## config.mk

```make
export PLATFORM = sky130hd
export DESIGN_NAME = iew_top
export DESIGN_NICKNAME = d
export VERILOG_FILES = /design/src/iew_pkg.sv /design/src/iew_prio_mem.sv /design/src/iew_top.sv
export SDC_FILE = /design/constraint.sdc
export NUM_CORES = 1
export LEC_CHECK = 0
export CORE_ASPECT_RATIO = 0.8
export CORE_MARGIN = 2
export CORE_UTILIZATION = 60
export CTS_CLUSTER_DIAMETER = 100
export CTS_CLUSTER_SIZE = 10
export DETAILED_ROUTE_END_ITERATION = 7
export DONT_BUFFER_PORTS = 1
export PLACE_DENSITY_LB_ADDON = 0.2
export RECOVER_POWER = 25
export SETUP_SLACK_MARGIN = 0.3
export SYNTH_ARGS = -nofsm -noshare
export SYNTH_HDL_FRONTEND = slang
export SYNTH_HIERARCHICAL = 1
export SYNTH_SLANG_ARGS = --single-unit
```

## constraint.sdc

```tcl
create_clock -name clk_sys_in -period 5.8 [get_ports clk_sys_in]
set_input_delay 1.16 -clock clk_sys_in [delete_from_list [all_inputs] [get_ports clk_sys_in]]
set_output_delay 1.16 -clock clk_sys_in [all_outputs]
set_load 0.05 [all_outputs]
```

## src/iew_pkg.sv

```systemverilog
// Package for the interrupt enable and watchdog refresh block
package iew_pkg;
  // Special function register addresses (8-bit SFR space, chosen here)
  localparam logic [7:0] ADDR_TIMER_AND_EXT_IRQ_CONTROL_REG   = 8'h88;
  localparam logic [7:0] ADDR_IEN_LOW    = 8'hA8;
  localparam logic [7:0] ADDR_IEN_EXTRA  = 8'h9A;
  localparam logic [7:0] ADDR_PRIO_ZERO  = 8'hA9;
  localparam logic [7:0] ADDR_PRIO_ONE   = 8'hB9;
  localparam logic [7:0] ADDR_IEN_HIGH   = 8'hB8;
  localparam logic [7:0] ADDR_IRQ_REQ    = 8'hC0;
  localparam logic [7:0] ADDR_WD_RELOAD  = 8'h86;
  // Field positions
  localparam int POS_GLOBAL_EN   = 7;
  localparam int POS_WD_REFRESH  = 6;
  localparam int POS_WD_START    = 6;
  localparam int POS_WD_STATUS   = 6;
  localparam int POS_WD_PRESCALE = 7;
  localparam int POS_TB_OVF      = 7;
  localparam int POS_TA_OVF      = 5;
  localparam int POS_XB_FLAG     = 3;
  localparam int POS_XB_TYPE     = 2;
  localparam int POS_XA_FLAG     = 1;
  localparam int POS_XA_TYPE     = 0;
  // Reset value of every register
  localparam logic [7:0] REG_RESET = 8'h00;
  // Watchdog timing
  localparam int CLK_MHZ          = 250;
  localparam int FLAG_LIFE_CYC    = 12;
  localparam int WD_TICK_FAST     = 24;
  localparam int WD_TICK_SLOW     = 384;
  localparam logic [15:0] WD_TRIP = 16'h7CFF;
  // Number of interrupt sources
  localparam int NUM_SRC = 11;
  // Acknowledge sequencer states
  typedef enum logic [1:0] {IEW_IDLE, IEW_PEND, IEW_ACK} iew_ack_t;
endpackage

```

## src/iew_prio_mem.sv

```systemverilog
// Small memory holding the in-service level stack of the interrupt logic
`timescale 1ns/100ps
module iew_prio_mem (
  // Clock
  input  wire logic       clk_in,
  input  wire logic       en_in,
  // Write port
  input  wire logic       wr_in,
  input  wire logic [1:0] wr_addr_in,
  input  wire logic [2:0] wr_data_in,
  // Read port
  input  wire logic [1:0] rd_addr_in,
  output logic      [2:0] rd_data_out
);
  logic [2:0] mem [4];

  // Registered read keeps the level compare off the write path
  always_ff @(posedge clk_in) begin
    if (en_in) begin
      if (wr_in) begin
        mem[wr_addr_in] <= wr_data_in;
      end
      rd_data_out <= mem[rd_addr_in];
    end
  end
endmodule

```

## src/iew_top.sv

```systemverilog
// Interrupt enable, flag, acknowledge and software watchdog logic
`timescale 1ns/100ps
module iew_top (
  // Clock, enable and reset
  input  wire logic        clk_sys_in,
  input  wire logic        clk_en_in,
  input  wire logic        rst_b_in,
  // Special function register port
  input  wire logic        sfr_wr_in,
  input  wire logic        sfr_rd_in,
  input  wire logic [7:0]  sfr_addr_in,
  input  wire logic [7:0]  sfr_wdata_in,
  output logic      [7:0]  sfr_rdata_out,
  // Core handshake
  input  wire logic        instr_end_in,
  input  wire logic        reti_in,
  output logic             lcall_out,
  output logic      [3:0]  lcall_src_out,
  // Interrupt event inputs
  input  wire logic        timer_a_ovf_in,
  input  wire logic        timer_b_ovf_in,
  input  wire logic        serial_a_irq_in,
  input  wire logic        serial_b_irq_in,
  input  wire logic        ext_line_a_b_in,
  input  wire logic        ext_line_b_b_in,
  input  wire logic [4:0]  ext_line_cg_in,
  // Watchdog outputs
  output logic             wd_reset_req_out,
  output logic      [15:0] wd_count_out
);
  typedef struct packed {
    logic [7:0]        ien_low;
    logic [7:0]        ien_high;
    logic [7:0]        ien_extra;
    logic [5:0]        prio0;
    logic [5:0]        prio1;
    logic [7:0]        timer_and_ext_irq_control_flags;
    logic [4:0]        ext_flags;
    logic [1:0]        ser_flags;
    logic [7:0]        wd_reload;
    logic [3:0]        refresh_cnt;
    logic [3:0]        start_cnt;
    logic              wd_run;
    logic              wd_status;
    logic [15:0]       wd_cnt;
    logic [8:0]        wd_pre;
    logic [1:0]        ext_ab_last;
    logic [4:0]        ext_cg_last;
    logic [10:0]       sample;
    iew_pkg::iew_ack_t ack_st;
    logic [3:0]        ack_src;
    logic [2:0]        cur_lvl;
    logic [1:0]        depth;
    logic              lcall;
    logic [7:0]        rdata;
  } iew_state_t;

  iew_state_t st;
  iew_state_t next_st;
  logic       rst_m;
  logic       rst_s;
  logic       mem_wr;
  logic [1:0] mem_waddr;
  logic [2:0] mem_wdata;
  logic [2:0] mem_rdata;

  // Release reset through two flops so removal is clean
  always_ff @(posedge clk_sys_in or negedge rst_b_in) begin
    if (!rst_b_in) begin
      rst_m <= 1'b0;
      rst_s <= 1'b0;
    end else begin
      rst_m <= 1'b1;
      rst_s <= rst_m;
    end
  end

  // Priority level of a source: group bit from each priority register
  function automatic logic [1:0] src_level(input logic [3:0] s, input logic [5:0] p0,
                                           input logic [5:0] p1);
    logic [2:0] g;
    g = (s > 4'h5) ? 3'(s - 4'h6) : s[2:0];
    src_level = {p1[g], p0[g]};
  endfunction

  // Enable per source, index order: xa,ta,xb,tb,sa,sb,xc..xg
  function automatic logic [10:0] src_enables(input iew_state_t x);
    src_enables = {x.ien_high[5:1], x.ien_extra[0], x.ien_low[4:0]};
  endfunction

  // Raw request flags in the same order
  function automatic logic [10:0] src_flags(input iew_state_t x);
    src_flags = {x.ext_flags, x.ser_flags[1], x.ser_flags[0],
                 x.timer_and_ext_irq_control_flags[iew_pkg::POS_TB_OVF], x.timer_and_ext_irq_control_flags[iew_pkg::POS_XB_FLAG],
                 x.timer_and_ext_irq_control_flags[iew_pkg::POS_TA_OVF], x.timer_and_ext_irq_control_flags[iew_pkg::POS_XA_FLAG]};
  endfunction

  logic [10:0] ready;
  logic [3:0]  best_src;
  logic [1:0]  best_lvl;
  logic        best_ok;
  logic        ack_block;

  // Poll sampled flags: highest level, lowest index wins
  always_comb begin
    ready    = st.sample & src_enables(st);
    best_src = 4'h0;
    best_lvl = 2'h0;
    best_ok  = 1'b0;
    for (int i = 0; i < iew_pkg::NUM_SRC; i++) begin
      if (ready[i] && (!best_ok || src_level(4'(i), st.prio0, st.prio1) > best_lvl)) begin
        best_ok  = 1'b1;
        best_src = 4'(i);
        best_lvl = src_level(4'(i), st.prio0, st.prio1);
      end
    end
    ack_block = reti_in || (sfr_wr_in && (sfr_addr_in == iew_pkg::ADDR_IEN_LOW ||
                sfr_addr_in == iew_pkg::ADDR_IEN_HIGH || sfr_addr_in == iew_pkg::ADDR_IEN_EXTRA ||
                sfr_addr_in == iew_pkg::ADDR_PRIO_ZERO || sfr_addr_in == iew_pkg::ADDR_PRIO_ONE));
  end

  // Next state of everything
  always_comb begin
    logic       tick;
    logic [8:0] pre_lim;
    logic [3:0] a;
    tick      = 1'b0;
    pre_lim   = 9'h000;
    a         = 4'h0;
    next_st   = st;
    mem_wr    = 1'b0;
    mem_waddr = st.depth;
    mem_wdata = st.cur_lvl;
    next_st.lcall = 1'b0;
    next_st.ext_ab_last = {ext_line_b_b_in, ext_line_a_b_in};
    next_st.ext_cg_last = ext_line_cg_in;
    // Self-clearing watchdog control flags; a write below may restart them
    if (st.refresh_cnt != 4'h0) begin
      next_st.refresh_cnt = st.refresh_cnt - 4'h1;
    end
    if (st.start_cnt != 4'h0) begin
      next_st.start_cnt = st.start_cnt - 4'h1;
    end
    // Software writes first; hardware set events further down win over them
    if (sfr_wr_in) begin
      case (sfr_addr_in)
        iew_pkg::ADDR_IEN_LOW:   next_st.ien_low  = sfr_wdata_in & 8'hBF;
        iew_pkg::ADDR_IEN_HIGH:  next_st.ien_high = sfr_wdata_in & 8'hBF;
        iew_pkg::ADDR_IEN_EXTRA: next_st.ien_extra = sfr_wdata_in;
        iew_pkg::ADDR_PRIO_ZERO: next_st.prio0 = sfr_wdata_in[5:0];
        iew_pkg::ADDR_PRIO_ONE:  next_st.prio1 = sfr_wdata_in[5:0];
        iew_pkg::ADDR_TIMER_AND_EXT_IRQ_CONTROL_REG:  next_st.timer_and_ext_irq_control_flags = sfr_wdata_in;
        iew_pkg::ADDR_IRQ_REQ:   next_st.ext_flags = sfr_wdata_in[5:1];
        iew_pkg::ADDR_WD_RELOAD: next_st.wd_reload = sfr_wdata_in;
        default: ;
      endcase
      // Refresh and start flags are set by writing one
      if (sfr_addr_in == iew_pkg::ADDR_IEN_LOW && sfr_wdata_in[iew_pkg::POS_WD_REFRESH]) begin
        next_st.refresh_cnt = 4'(iew_pkg::FLAG_LIFE_CYC);
      end
      if (sfr_addr_in == iew_pkg::ADDR_IEN_HIGH && sfr_wdata_in[iew_pkg::POS_WD_START]) begin
        next_st.start_cnt = 4'(iew_pkg::FLAG_LIFE_CYC);
        next_st.wd_run    = 1'b1;
        if (st.refresh_cnt != 4'h0) begin
          next_st.wd_cnt = {1'b0, st.wd_reload[6:0], 8'h00};
          next_st.wd_pre = 9'h000;
          next_st.refresh_cnt = 4'h0;
        end
      end
    end
    // Watchdog counter; prescaler by 24 or by 384
    pre_lim = st.wd_reload[iew_pkg::POS_WD_PRESCALE] ?
              9'(iew_pkg::WD_TICK_SLOW - 1) : 9'(iew_pkg::WD_TICK_FAST - 1);
    tick = st.wd_run && (st.wd_pre == pre_lim);
    if (st.wd_run && next_st.wd_pre == st.wd_pre) begin
      next_st.wd_pre = tick ? 9'h000 : st.wd_pre + 9'h001;
      if (tick) begin
        next_st.wd_cnt = st.wd_cnt + 16'h0001;
      end
    end
    // Status follows the trip state; cleared only by counter change
    next_st.wd_status = st.wd_run && (next_st.wd_cnt == iew_pkg::WD_TRIP);
    // Sample all flags each cycle for the poll
    next_st.sample = src_flags(st);
    // Return pops the in-service level; depth wraps on a fourth nesting,
    // so the guard looks at the level, not at the depth
    if (reti_in && st.cur_lvl != 3'h0) begin
      next_st.depth   = st.depth - 2'h1;
      next_st.cur_lvl = mem_rdata;
    end
    // Acknowledge sequencer
    case (st.ack_st)
      iew_pkg::IEW_IDLE: begin
        if (st.ien_low[iew_pkg::POS_GLOBAL_EN] && best_ok &&
            ({1'b1, best_lvl} > st.cur_lvl || st.cur_lvl == 3'h0) &&
            !ack_block) begin
          next_st.ack_st  = iew_pkg::IEW_PEND;
          next_st.ack_src = best_src;
        end
      end
      iew_pkg::IEW_PEND: begin
        if (ack_block) begin
          next_st.ack_st = iew_pkg::IEW_IDLE;
        end else if (instr_end_in) begin
          next_st.ack_st = iew_pkg::IEW_ACK;
        end
      end
      iew_pkg::IEW_ACK: begin
        a = st.ack_src;
        next_st.lcall   = 1'b1;
        next_st.ack_st  = iew_pkg::IEW_IDLE;
        mem_wr          = 1'b1;
        next_st.depth   = st.depth + 2'h1;
        next_st.cur_lvl = {1'b1, src_level(a, st.prio0, st.prio1)};
        // Hardware clears edge and timer flags on vectoring
        case (a)
          4'h0: next_st.timer_and_ext_irq_control_flags[iew_pkg::POS_XA_FLAG] = 1'b0;
          4'h1: next_st.timer_and_ext_irq_control_flags[iew_pkg::POS_TA_OVF] = 1'b0;
          4'h2: next_st.timer_and_ext_irq_control_flags[iew_pkg::POS_XB_FLAG] = 1'b0;
          4'h3: next_st.timer_and_ext_irq_control_flags[iew_pkg::POS_TB_OVF] = 1'b0;
          4'h4, 4'h5: ;
          default: next_st.ext_flags[3'(a - 4'h6)] = 1'b0;
        endcase
      end
      default: next_st.ack_st = iew_pkg::IEW_IDLE;
    endcase
    // Flag set events after the vectoring clear, so a new event is never lost
    if (timer_a_ovf_in) next_st.timer_and_ext_irq_control_flags[iew_pkg::POS_TA_OVF] = 1'b1;
    if (timer_b_ovf_in) next_st.timer_and_ext_irq_control_flags[iew_pkg::POS_TB_OVF] = 1'b1;
    if (serial_a_irq_in) next_st.ser_flags[0] = 1'b1;
    if (serial_b_irq_in) next_st.ser_flags[1] = 1'b1;
    // Type bit: one means falling edge, zero means low level
    if (st.timer_and_ext_irq_control_flags[iew_pkg::POS_XA_TYPE] ? (st.ext_ab_last[0] && !ext_line_a_b_in)
                                             : !ext_line_a_b_in) begin
      next_st.timer_and_ext_irq_control_flags[iew_pkg::POS_XA_FLAG] = 1'b1;
    end
    if (st.timer_and_ext_irq_control_flags[iew_pkg::POS_XB_TYPE] ? (st.ext_ab_last[1] && !ext_line_b_b_in)
                                             : !ext_line_b_b_in) begin
      next_st.timer_and_ext_irq_control_flags[iew_pkg::POS_XB_FLAG] = 1'b1;
    end
    next_st.ext_flags = next_st.ext_flags | (st.ext_cg_last & ~ext_line_cg_in);
    // Register reads
    case (sfr_addr_in)
      iew_pkg::ADDR_IEN_LOW:   next_st.rdata = st.ien_low | {1'b0, |st.refresh_cnt, 6'h00};
      iew_pkg::ADDR_IEN_HIGH:  next_st.rdata = st.ien_high | {1'b0, |st.start_cnt, 6'h00};
      iew_pkg::ADDR_IEN_EXTRA: next_st.rdata = st.ien_extra;
      iew_pkg::ADDR_PRIO_ZERO: next_st.rdata = {1'b0, st.wd_status, st.prio0};
      iew_pkg::ADDR_PRIO_ONE:  next_st.rdata = {2'h0, st.prio1};
      iew_pkg::ADDR_TIMER_AND_EXT_IRQ_CONTROL_REG:  next_st.rdata = st.timer_and_ext_irq_control_flags;
      iew_pkg::ADDR_IRQ_REQ:   next_st.rdata = {2'h0, st.ext_flags, 1'b0};
      iew_pkg::ADDR_WD_RELOAD: next_st.rdata = st.wd_reload;
      default:                 next_st.rdata = 8'h00;
    endcase
    if (!sfr_rd_in) next_st.rdata = st.rdata;
  end

  // State register; clock enable freezes all state
  always_ff @(posedge clk_sys_in or negedge rst_s) begin
    if (!rst_s) begin
      st <= '0;
    end else if (clk_en_in) begin
      st <= next_st;
    end
  end

  // Stack of interrupted levels
  iew_prio_mem u_stack (
    .clk_in      (clk_sys_in),
    .en_in       (clk_en_in),
    .wr_in       (mem_wr),
    .wr_addr_in  (mem_waddr),
    .wr_data_in  (mem_wdata),
    .rd_addr_in  (st.depth - 2'h1),
    .rd_data_out (mem_rdata)
  );

  // Outputs from state flops
  assign sfr_rdata_out    = st.rdata;
  assign lcall_out        = st.lcall;
  assign lcall_src_out    = st.ack_src;
  assign wd_reset_req_out = st.wd_status;
  assign wd_count_out     = st.wd_cnt;

  refresh_life_a: assert property (@(posedge clk_sys_in) disable iff (!rst_s)
    (clk_en_in && sfr_wr_in && sfr_addr_in == iew_pkg::ADDR_IEN_LOW &&
     sfr_wdata_in[iew_pkg::POS_WD_REFRESH])
    |=> st.refresh_cnt == 4'(iew_pkg::FLAG_LIFE_CYC))
    else $error("refresh flag life wrong");
  start_run_a: assert property (@(posedge clk_sys_in) disable iff (!rst_s)
    st.wd_run |=> st.wd_run)
    else $error("watchdog stopped");
  status_trip_a: assert property (@(posedge clk_sys_in) disable iff (!rst_s)
    st.wd_status |-> st.wd_cnt == iew_pkg::WD_TRIP)
    else $error("status without trip");
  global_block_a: assert property (@(posedge clk_sys_in) disable iff (!rst_s)
    (st.ack_st == iew_pkg::IEW_IDLE && !st.ien_low[iew_pkg::POS_GLOBAL_EN])
    |=> st.ack_st == iew_pkg::IEW_IDLE)
    else $error("ack with global disable");
  lcall_pulse_a: assert property (@(posedge clk_sys_in) disable iff (!rst_s)
    (clk_en_in && lcall_out) |=> !lcall_out)
    else $error("lcall not a pulse");
  ack_follows_a: assert property (@(posedge clk_sys_in) disable iff (!rst_s)
    (clk_en_in && st.ack_st == iew_pkg::IEW_ACK) |=> lcall_out)
    else $error("ack without lcall");
  reti_hold_a: assert property (@(posedge clk_sys_in) disable iff (!rst_s)
    (clk_en_in && reti_in && st.ack_st == iew_pkg::IEW_PEND) |=> st.ack_st == iew_pkg::IEW_IDLE)
    else $error("ack during return");
  start_life_a: assert property (@(posedge clk_sys_in) disable iff (!rst_s)
    (st.start_cnt == 4'h1 && clk_en_in && !sfr_wr_in) |=> st.start_cnt == 4'h0)
    else $error("start flag stuck");
endmodule

```

==> impl_metrics.py, run 1 <==
metrics = {
    "finish": {
        "regArea_um2": 3754,
        "fin_cells": 1108,
        "final_common_cell": "dfrtp_1",
        "area_delta_synth_final_pct": 19.42,
        "drive_gt1_frac": 0.3039,
        "nFillCells": 902,
        "num-nets-final": 976,
        "post-route-util": 0.7358,
        "multi_input_area_um2": 4548,
        "n_antenna_cell": 0,
        "final_cell_mix": "132 x dfrtp_1, 120 x nand2_1, 103 x buf_4",
    },
    "routing": {
        "initialDrtViolationCount": 761,
        "drt_wl_total_mm": 25.04,
        "drtAntennaViolNets": 0,
        "avgRoutedWirePerCell_um": 22.60,
        "vias": 7198,
        "remaining_drc_errors": 0,
        "drtPass1Iterations": 6,
        "vias_per_cell": 6.496,
    },
    "logic_synthesis": {
        "synth_cell_types": 80,
        "synth_cells": 839,
        "async_flop_share": 0.8980,
        "ys_seq_area_frac": 0.4464,
        "yosys_warnings": 6,
        "syn_avg_cell_area_um2": 10.02,
        "syn_nets": 900,
        "mappedNetlistArea_um2": 8408,
        "synth-seq-cells": 147,
        "synth_edf_count": 15,
        "synth_top_flop_cell": "dfrtp_1",
    },
    "sta": {
        "fin_setup_tns_ps": -30430,
        "slew_headroom": -0.9194,
        "fmax_ghz": 0.08358,
        "setup_violations": 5,
        "drv_slew": 72,
        "hold_slack_ps": 357.7,
        "hold_violations": 0,
        "rsz0062_at_grt": "yes",
        "fin_crit_ps": 11960,
        "tightestPinTransition_ps": 2879,
        "setup_slack_ps": -6164,
        "fin_crit_sh": 2.063,
        "skew_ps": 9.439,
    },
    "grt": {
        "grt_pass1_vias": 6905,
        "antenna_found_initial": 1,
        "grt_overflow": 0,
        "grt_use_total": 0.3379,
        "grt_pass1_wl_mm": 37.61,
        "grt_start_max_net_pins": 76,
    },
    "die": {
        "start_util": 0.6162,
        "num_rows": 38,
        "chipWidth_um": 136.4,
        "core_um2": 13650,
        "ios": 64,
        "die_y_um": 109.9,
        "die_area_um2": 14980,
    },
    "pwr": {
        "p_per_area_nw_per_um2": 269.8,
        "p_leak_nw": 4.575,
        "peakVddDrop_mv": 0.2131,
    },
    "run": {
        "max_cap_viol_count": 1,
    },
    "place": {
        "dpl_worst_slack_ps": -6011,
        "gp_congestion": 0.9841,
        "dpl.cell_count": 1037,
        "post-dp-hpwl_mm": 17.02,
        "portBuffers": 0,
    },
    "setup_path": {
        "setup.worst_path.end": "lcall_src_out[1]$_DFFE_PN0P_",
        "cp_data_required_time_ps": 6130,
        "crit_start": "st[124]$_DFFE_PN0P_",
        "crit_slowest_cell": "dfrtp_1",
        "max_stage_delay_ps": 390,
        "crit_path_end_kind": "flop",
        "rr_worst_depth": 70,
        "crit_type": "flop to flop",
        "path_common_cell": "nand2_1",
        "cp-start-kind": "flop",
        "reg2reg_to": "lcall_src_out[1]$_DFFE_PN0P_",
        "r2r_slack_ps": -6160,
        "critPathMaxFanout": 6,
        "r2r-start": "st[124]$_DFFE_PN0P_",
        "critPathArrivalTime_ps": 12300,
    },
    "clock_tree": {
        "clk_pin_slew_ps": 60,
        "cts_made_buffers": 17,
        "clock_latency_ps": 430,
        "clk_path_buf_depth": 2,
        "clock-root-buffer": "clkbuf_16",
        "cts_max_level": 4,
        "ctsHoldBuffers": 0,
        "cts_tree": "built",
        "clkSinkCount": 147,
    },
    "run_status": {
        "status": "finished, violations left",
        "violations": "max-capacitance violations, max-slew violations, negative setup slack",
    },
    "hold_path": {
        "hp-class": "flop to flop",
    },
}
[how the worst min path moves through the flow]
stage                    start         endpoint  depth (start not counted)
2_1_floorplan  rst_m$_DFF_PN0_  rst_s$_DFF_PN0_                          0
3_3_place_gp   rst_m$_DFF_PN0_  rst_s$_DFF_PN0_                          0
3_5_place_dp   rst_m$_DFF_PN0_  rst_s$_DFF_PN0_                          0
4_1_cts        rst_m$_DFF_PN0_  rst_s$_DFF_PN0_                          0
5_1_grt        rst_m$_DFF_PN0_  rst_s$_DFF_PN0_                          0
6_report       rst_m$_DFF_PN0_  rst_s$_DFF_PN0_                          0
[power breakdown]
| group | leakage [nW] | switching, mW | internal, mW |
|---|---|---|---|
| clock network | 0.273 | 0.428 | 0.609 |
| registers | 1.80 | 0.113 | 1.13 |
| logic | 2.50 | 0.217 | 0.207 |
| total | 4.58 | 0.759 | 1.95 |
[layout make-up]
type,count,area share
Tap cell,180,0.02243
Timing Repair Buffer,108,0.08262
Clock buffer,22,0.04623
Clock inverter,10,0.008474
Sequential cell,147,0.3738
Inverter,36,0.01346
Multi-Input combinational cell,605,0.4530
[worst max-delay path, delay by kind of cell (launching register included)]
kind	cells	cell delay, ps
flops	1	390
mux	2	580
buf+inv	6	860
fa+ha+maj	11	3020
simple gates	20	2140
compound gates	31	4860
[layer usage]
layer  share of wire  vias up  global-route usage
li1                -     3190                   -
met1            0.42     3562              0.4595
met2            0.45      383              0.5158
met3            0.10       61              0.1060
met4           0.025        2              0.1153
met5         0.00048        -                   0
[stage by stage]
step | cell area [um^2] | power, mW
after floorplan | 8551 | 1.517
after global placement | 8986 | 1.598
after detailed placement | 8986 | 1.626
after CTS | 9896 | 2.696
after global routing | 10040 | 2.821
final | 10040 | 2.709
[registers in the layout, indices dropped and copies added (netlist names)]
register,cells
lcall_out,1
mem_wdata,3
wd_count_out,16
u_stack/rd_data_out,3
lcall_src_out,4
u_stack/mem,12
mem_waddr,2
sfr_rdata_out,8
st,84
rst_m,1
next_st,11
rst_s,1
wd_reset_req_out,1
[synthesized netlist by cell type, types with 4 or more instances]
| cell | count | area [um^2] |
|---|---|---|
| nand3b_1 | 4 | 30.03 |
| a21oi_1 | 24 | 120.1 |
| buf_4 | 28 | 210.2 |
| edfxtp_1 | 15 | 450.4 |
| a311oi_1 | 4 | 35.03 |
| and2_1 | 8 | 50.05 |
| dfrtp_1 | 132 | 3303 |
| mux2i_1 | 14 | 140.1 |
| nor2_1 | 41 | 153.9 |
| o31ai_1 | 8 | 60.06 |
| inv_1 | 35 | 131.4 |
| o21ai_1 | 13 | 65.06 |
| a31oi_1 | 11 | 68.82 |
| a21o_1 | 11 | 82.58 |
| nand3_1 | 29 | 145.1 |
| nor2b_1 | 13 | 81.33 |
| or3_1 | 4 | 25.02 |
| mux2_2 | 64 | 720.7 |
| nand2b_1 | 7 | 43.79 |
| nand4_1 | 4 | 25.02 |
| xnor2_1 | 6 | 52.55 |
| and3_1 | 20 | 125.1 |
| or4_1 | 4 | 30.03 |
| clkbuf_1 | 18 | 67.56 |
| a22oi_1 | 10 | 75.07 |
| a211o_1 | 4 | 35.03 |
| o22ai_1 | 4 | 25.02 |
| a22o_1 | 5 | 43.79 |
| nor4_1 | 4 | 25.02 |
| nand2_1 | 128 | 480.5 |
| o21ai_0 | 58 | 290.3 |
| ha_1 | 27 | 337.8 |
| mux4_2 | 7 | 157.7 |
| a222oi_1 | 4 | 40.04 |
| nor3_1 | 7 | 35.03 |
[logic make-up after synthesis]
| logic type | Yosys count | share of synthesized area |
|---|---|---|
| AOI/OAI and AO/OA | 187 | 0.1475 |
| xor gates and xnor gates | 8 | 0.008334 |
| adders and majority gates | 28 | 0.04137 |
| buffers and inverters | 87 | 0.05312 |
| DFF | 147 | 0.4464 |
| muxes | 88 | 0.1305 |
| other | 1 | 0.0004460 |
| and+or+nand+nor | 293 | 0.1723 |
[timing repair]
action                                  in CTS  in global routing
cloned                                       0                  0
resized for setup                           30                 22
endpoints found under the hold margin        0                  0
buffers inserted                            30                  9
pin swaps                                   36                 24
endpoints found under the setup margin       5                  5
Note: power is estimated with default switching activity, not from simulation.
==> run 2: changes to the inputs <==
--- a/config.mk
+++ b/config.mk
@@ -8,6 +8,7 @@
 export CORE_ASPECT_RATIO = 0.8
 export CORE_MARGIN = 2
 export CORE_UTILIZATION = 60
+export CTS_BUF_LIST = sky130_fd_sc_hd__clkbuf_4 sky130_fd_sc_hd__clkbuf_8
 export CTS_CLUSTER_DIAMETER = 100
 export CTS_CLUSTER_SIZE = 10
 export DETAILED_ROUTE_END_ITERATION = 7
==> run 2 against run 1 <==
Against the previous run: the run still ends with max-capacitance violations, max-slew violations, negative setup slack left; clock skew grew 3.2 ps; cell count shrank 0.27%; highest routed layer unchanged; critical endpoint unchanged; die area is the same; global-route usage fell by 0.55 points; non-clock buffer count is 3 lower.
==> impl_metrics.py, run 2 (same netlist as run 1, synthesis figures left out) <==
metrics = {
    "clock_tree": {
        "clock-root-buffer": "clkbuf_8",
        "ctsHoldBuffers": 0,
        "clk_pin_slew_ps": 80,
        "cts_max_level": 4,
        "clock_latency_ps": 470,
        "cts_tree": "built",
        "cts_made_buffers": 17,
        "clkSinkCount": 147,
        "clk_path_buf_depth": 2,
    },
    "setup_path": {
        "worst-path-stages": 72,
        "r2r-start": "st[20]$_DFFE_PN0P_",
        "critPathMaxFanout": 6,
        "cp-start-kind": "flop",
        "r2r_slack_ps": -6120,
        "max_stage_delay_ps": 400,
        "crit_buf_inv": 9,
        "reg2reg_to": "lcall_src_out[1]$_DFFE_PN0P_",
        "setup.worst_path.end": "lcall_src_out[1]$_DFFE_PN0P_",
        "critPathArrivalTime_ps": 12260,
        "crit_start": "st[20]$_DFFE_PN0P_",
        "cp_data_required_time_ps": 6140,
        "critPathTopFamily": "compound AO/OA/AOI/OAI gates",
        "crit_type": "flop to flop",
        "rr_worst_depth": 72,
        "crit_path_end_kind": "flop",
        "crit_slowest_cell": "dfrtp_1",
    },
    "hold_path": {
        "hp-class": "flop to flop",
        "hp-start": "rst_m$_DFF_PN0_",
    },
    "grt": {
        "grt_overflow": 0,
        "grt_start_max_net_pins": 76,
        "grt_use_total": 0.3324,
        "grt_pass1_wl_mm": 36.98,
        "antenna_found_initial": 1,
        "grt_pass1_vias": 6806,
    },
    "pwr": {
        "combPwrFrac": 0.186,
        "p_per_area_nw_per_um2": 249.7,
        "p_leak_nw": 4.494,
        "p_sw_frac": 0.3005,
        "seqPwrFrac": 0.504,
        "p_int_mw": 1.734,
        "switchingPower_uw": 744.9,
        "peakVddDrop_mv": 0.2501,
        "p_clk_frac": 0.310,
    },
    "die": {
        "chipWidth_um": 136.4,
        "num_rows": 38,
        "core_um2": 13650,
        "die_area_um2": 14980,
        "start_util": 0.6162,
        "ios": 64,
        "die_y_um": 109.9,
    },
    "sta": {
        "fin_crit_sh": 2.055,
        "drv_slew": 72,
        "setup_slack_ps": -6117,
        "hold_violations": 0,
        "skew_ps": 12.68,
        "fin_setup_tns_ps": -30080,
        "tightestPinTransition_ps": 2857,
        "fmax_ghz": 0.08391,
        "setup_violations": 5,
        "slew_headroom": -0.9047,
        "rsz0062_at_grt": "yes",
        "fin_crit_ps": 11920,
    },
    "routing": {
        "vias": 7220,
        "avgRoutedWirePerCell_um": 22.47,
        "initialDrtViolationCount": 892,
        "drt_wl_total_mm": 24.83,
        "drtPass1Iterations": 6,
        "vias_per_cell": 6.534,
        "remaining_drc_errors": 0,
        "drtAntennaViolNets": 0,
    },
    "finish": {
        "multi_input_area_um2": 4628,
        "largest_reg_flops": 84,
        "nFillCells": 942,
        "num-nets-final": 973,
        "regMostFlops": "st",
        "drive_gt1_frac": 0.3103,
        "fin_cells": 1105,
        "n_antenna_cell": 0,
        "final_cell_mix": "132 x dfrtp_1, 120 x nand2_1, 98 x buf_4",
        "area_delta_synth_final_pct": 18.05,
        "regArea_um2": 3754,
        "final_common_cell": "dfrtp_1",
    },
    "run": {
        "max_cap_viol_count": 1,
    },
    "place": {
        "portBuffers": 0,
        "gp_congestion": 0.9841,
        "post-dp-hpwl_mm": 17.02,
        "dpl.cell_count": 1037,
    },
    "run_status": {
        "status": "finished, violations left",
        "violations": "max-capacitance violations, max-slew violations, negative setup slack",
    },
}
==> run 2: changes by cell type in the layout (fill, tap and decap cells not counted), moves of 3 or more <==
cell       previous run  this run
clkbuf_4              0         3
o21ai_1              17        14
clkbuf_8              2        19
buf_4               103        98
clkbuf_1              3         0
clkbuf_16            17         0
==> run 2: worst min path at each step <==
stage,cells after the start,slack (ps),to
final,0,360,rst_s$_DFF_PN0_
after global routing,0,360,rst_s$_DFF_PN0_
after CTS,0,360,rst_s$_DFF_PN0_
after detailed placement,0,340,rst_s$_DFF_PN0_
after global placement,0,340,rst_s$_DFF_PN0_
after floorplan,0,330,rst_s$_DFF_PN0_
==> run 2: layout make-up <==
class                           instances  share of cell area
Timing Repair Buffer                  105             0.08206
Multi-Input combinational cell        605              0.4663
Clock buffer                           22             0.02861
Clock inverter                         10            0.008572
Inverter                               36             0.01361
Sequential cell                       147              0.3782
Tap cell                              180             0.02269
==> run 2: power by group through the flow <==
| stage | sequential, mW | clock (mW) | combinational, mW |
|---|---|---|---|
| global placement | 1.26 | 0 | 0.343 |
| detailed placement | 1.26 | 0 | 0.364 |
| global route | 1.26 | 0.817 | 0.507 |
| finish | 1.25 | 0.769 | 0.461 |
| floorplan | 1.22 | 0 | 0.295 |
| CTS | 1.24 | 0.777 | 0.404 |
==> run 2: metal layers <==
layer | part of all wire | vias up | wire length [um] | GRT usage
met5 | 0.00048 | - | 12 | 0
li1 | - | 3181 | - | -
met3 | 0.097 | 52 | 2411 | 0.08483
met2 | 0.46 | 369 | 11310 | 0.5075
met4 | 0.023 | 2 | 573 | 0.1153
met1 | 0.42 | 3616 | 10520 | 0.4637
==> run 2: repair_timing <==
action	4_1_cts	5_1_grt
endpoints found under the setup margin	5	5
resized for setup	29	35
endpoints found under the hold margin	0	0
pin swaps	36	21
gates cloned	0	0
setup buffers	30	6
==> run 2: worst register-to-register path, delay by kind of cell, from the launching register on <==
kind	cells	cell delay (ps)
AND/OR/NAND/NOR	23	2590
buffers and inverters	9	1050
AO/OA/AOI/OAI	26	3950
flip-flops	1	400
adder cells (fa/ha/maj)	11	2930
multiplexers	3	860
==> run 2: stage by stage <==
step	worst slack (ps)	area, um^2	hold WS (ps)	util	power [mW]
6_report	-6117	9926	362.1	0.7274	2.478
5_1_grt	-6507	9926	364.2	0.7274	2.584
4_1_cts	-5529	9709	362.0	0.7115	2.423
3_5_place_dp	-6011	8986	335.7	0.6585	1.626
3_3_place_gp	-5439	8986	343.7	0.6585	1.598
2_1_floorplan	-5485	8551	331.2	-	1.517
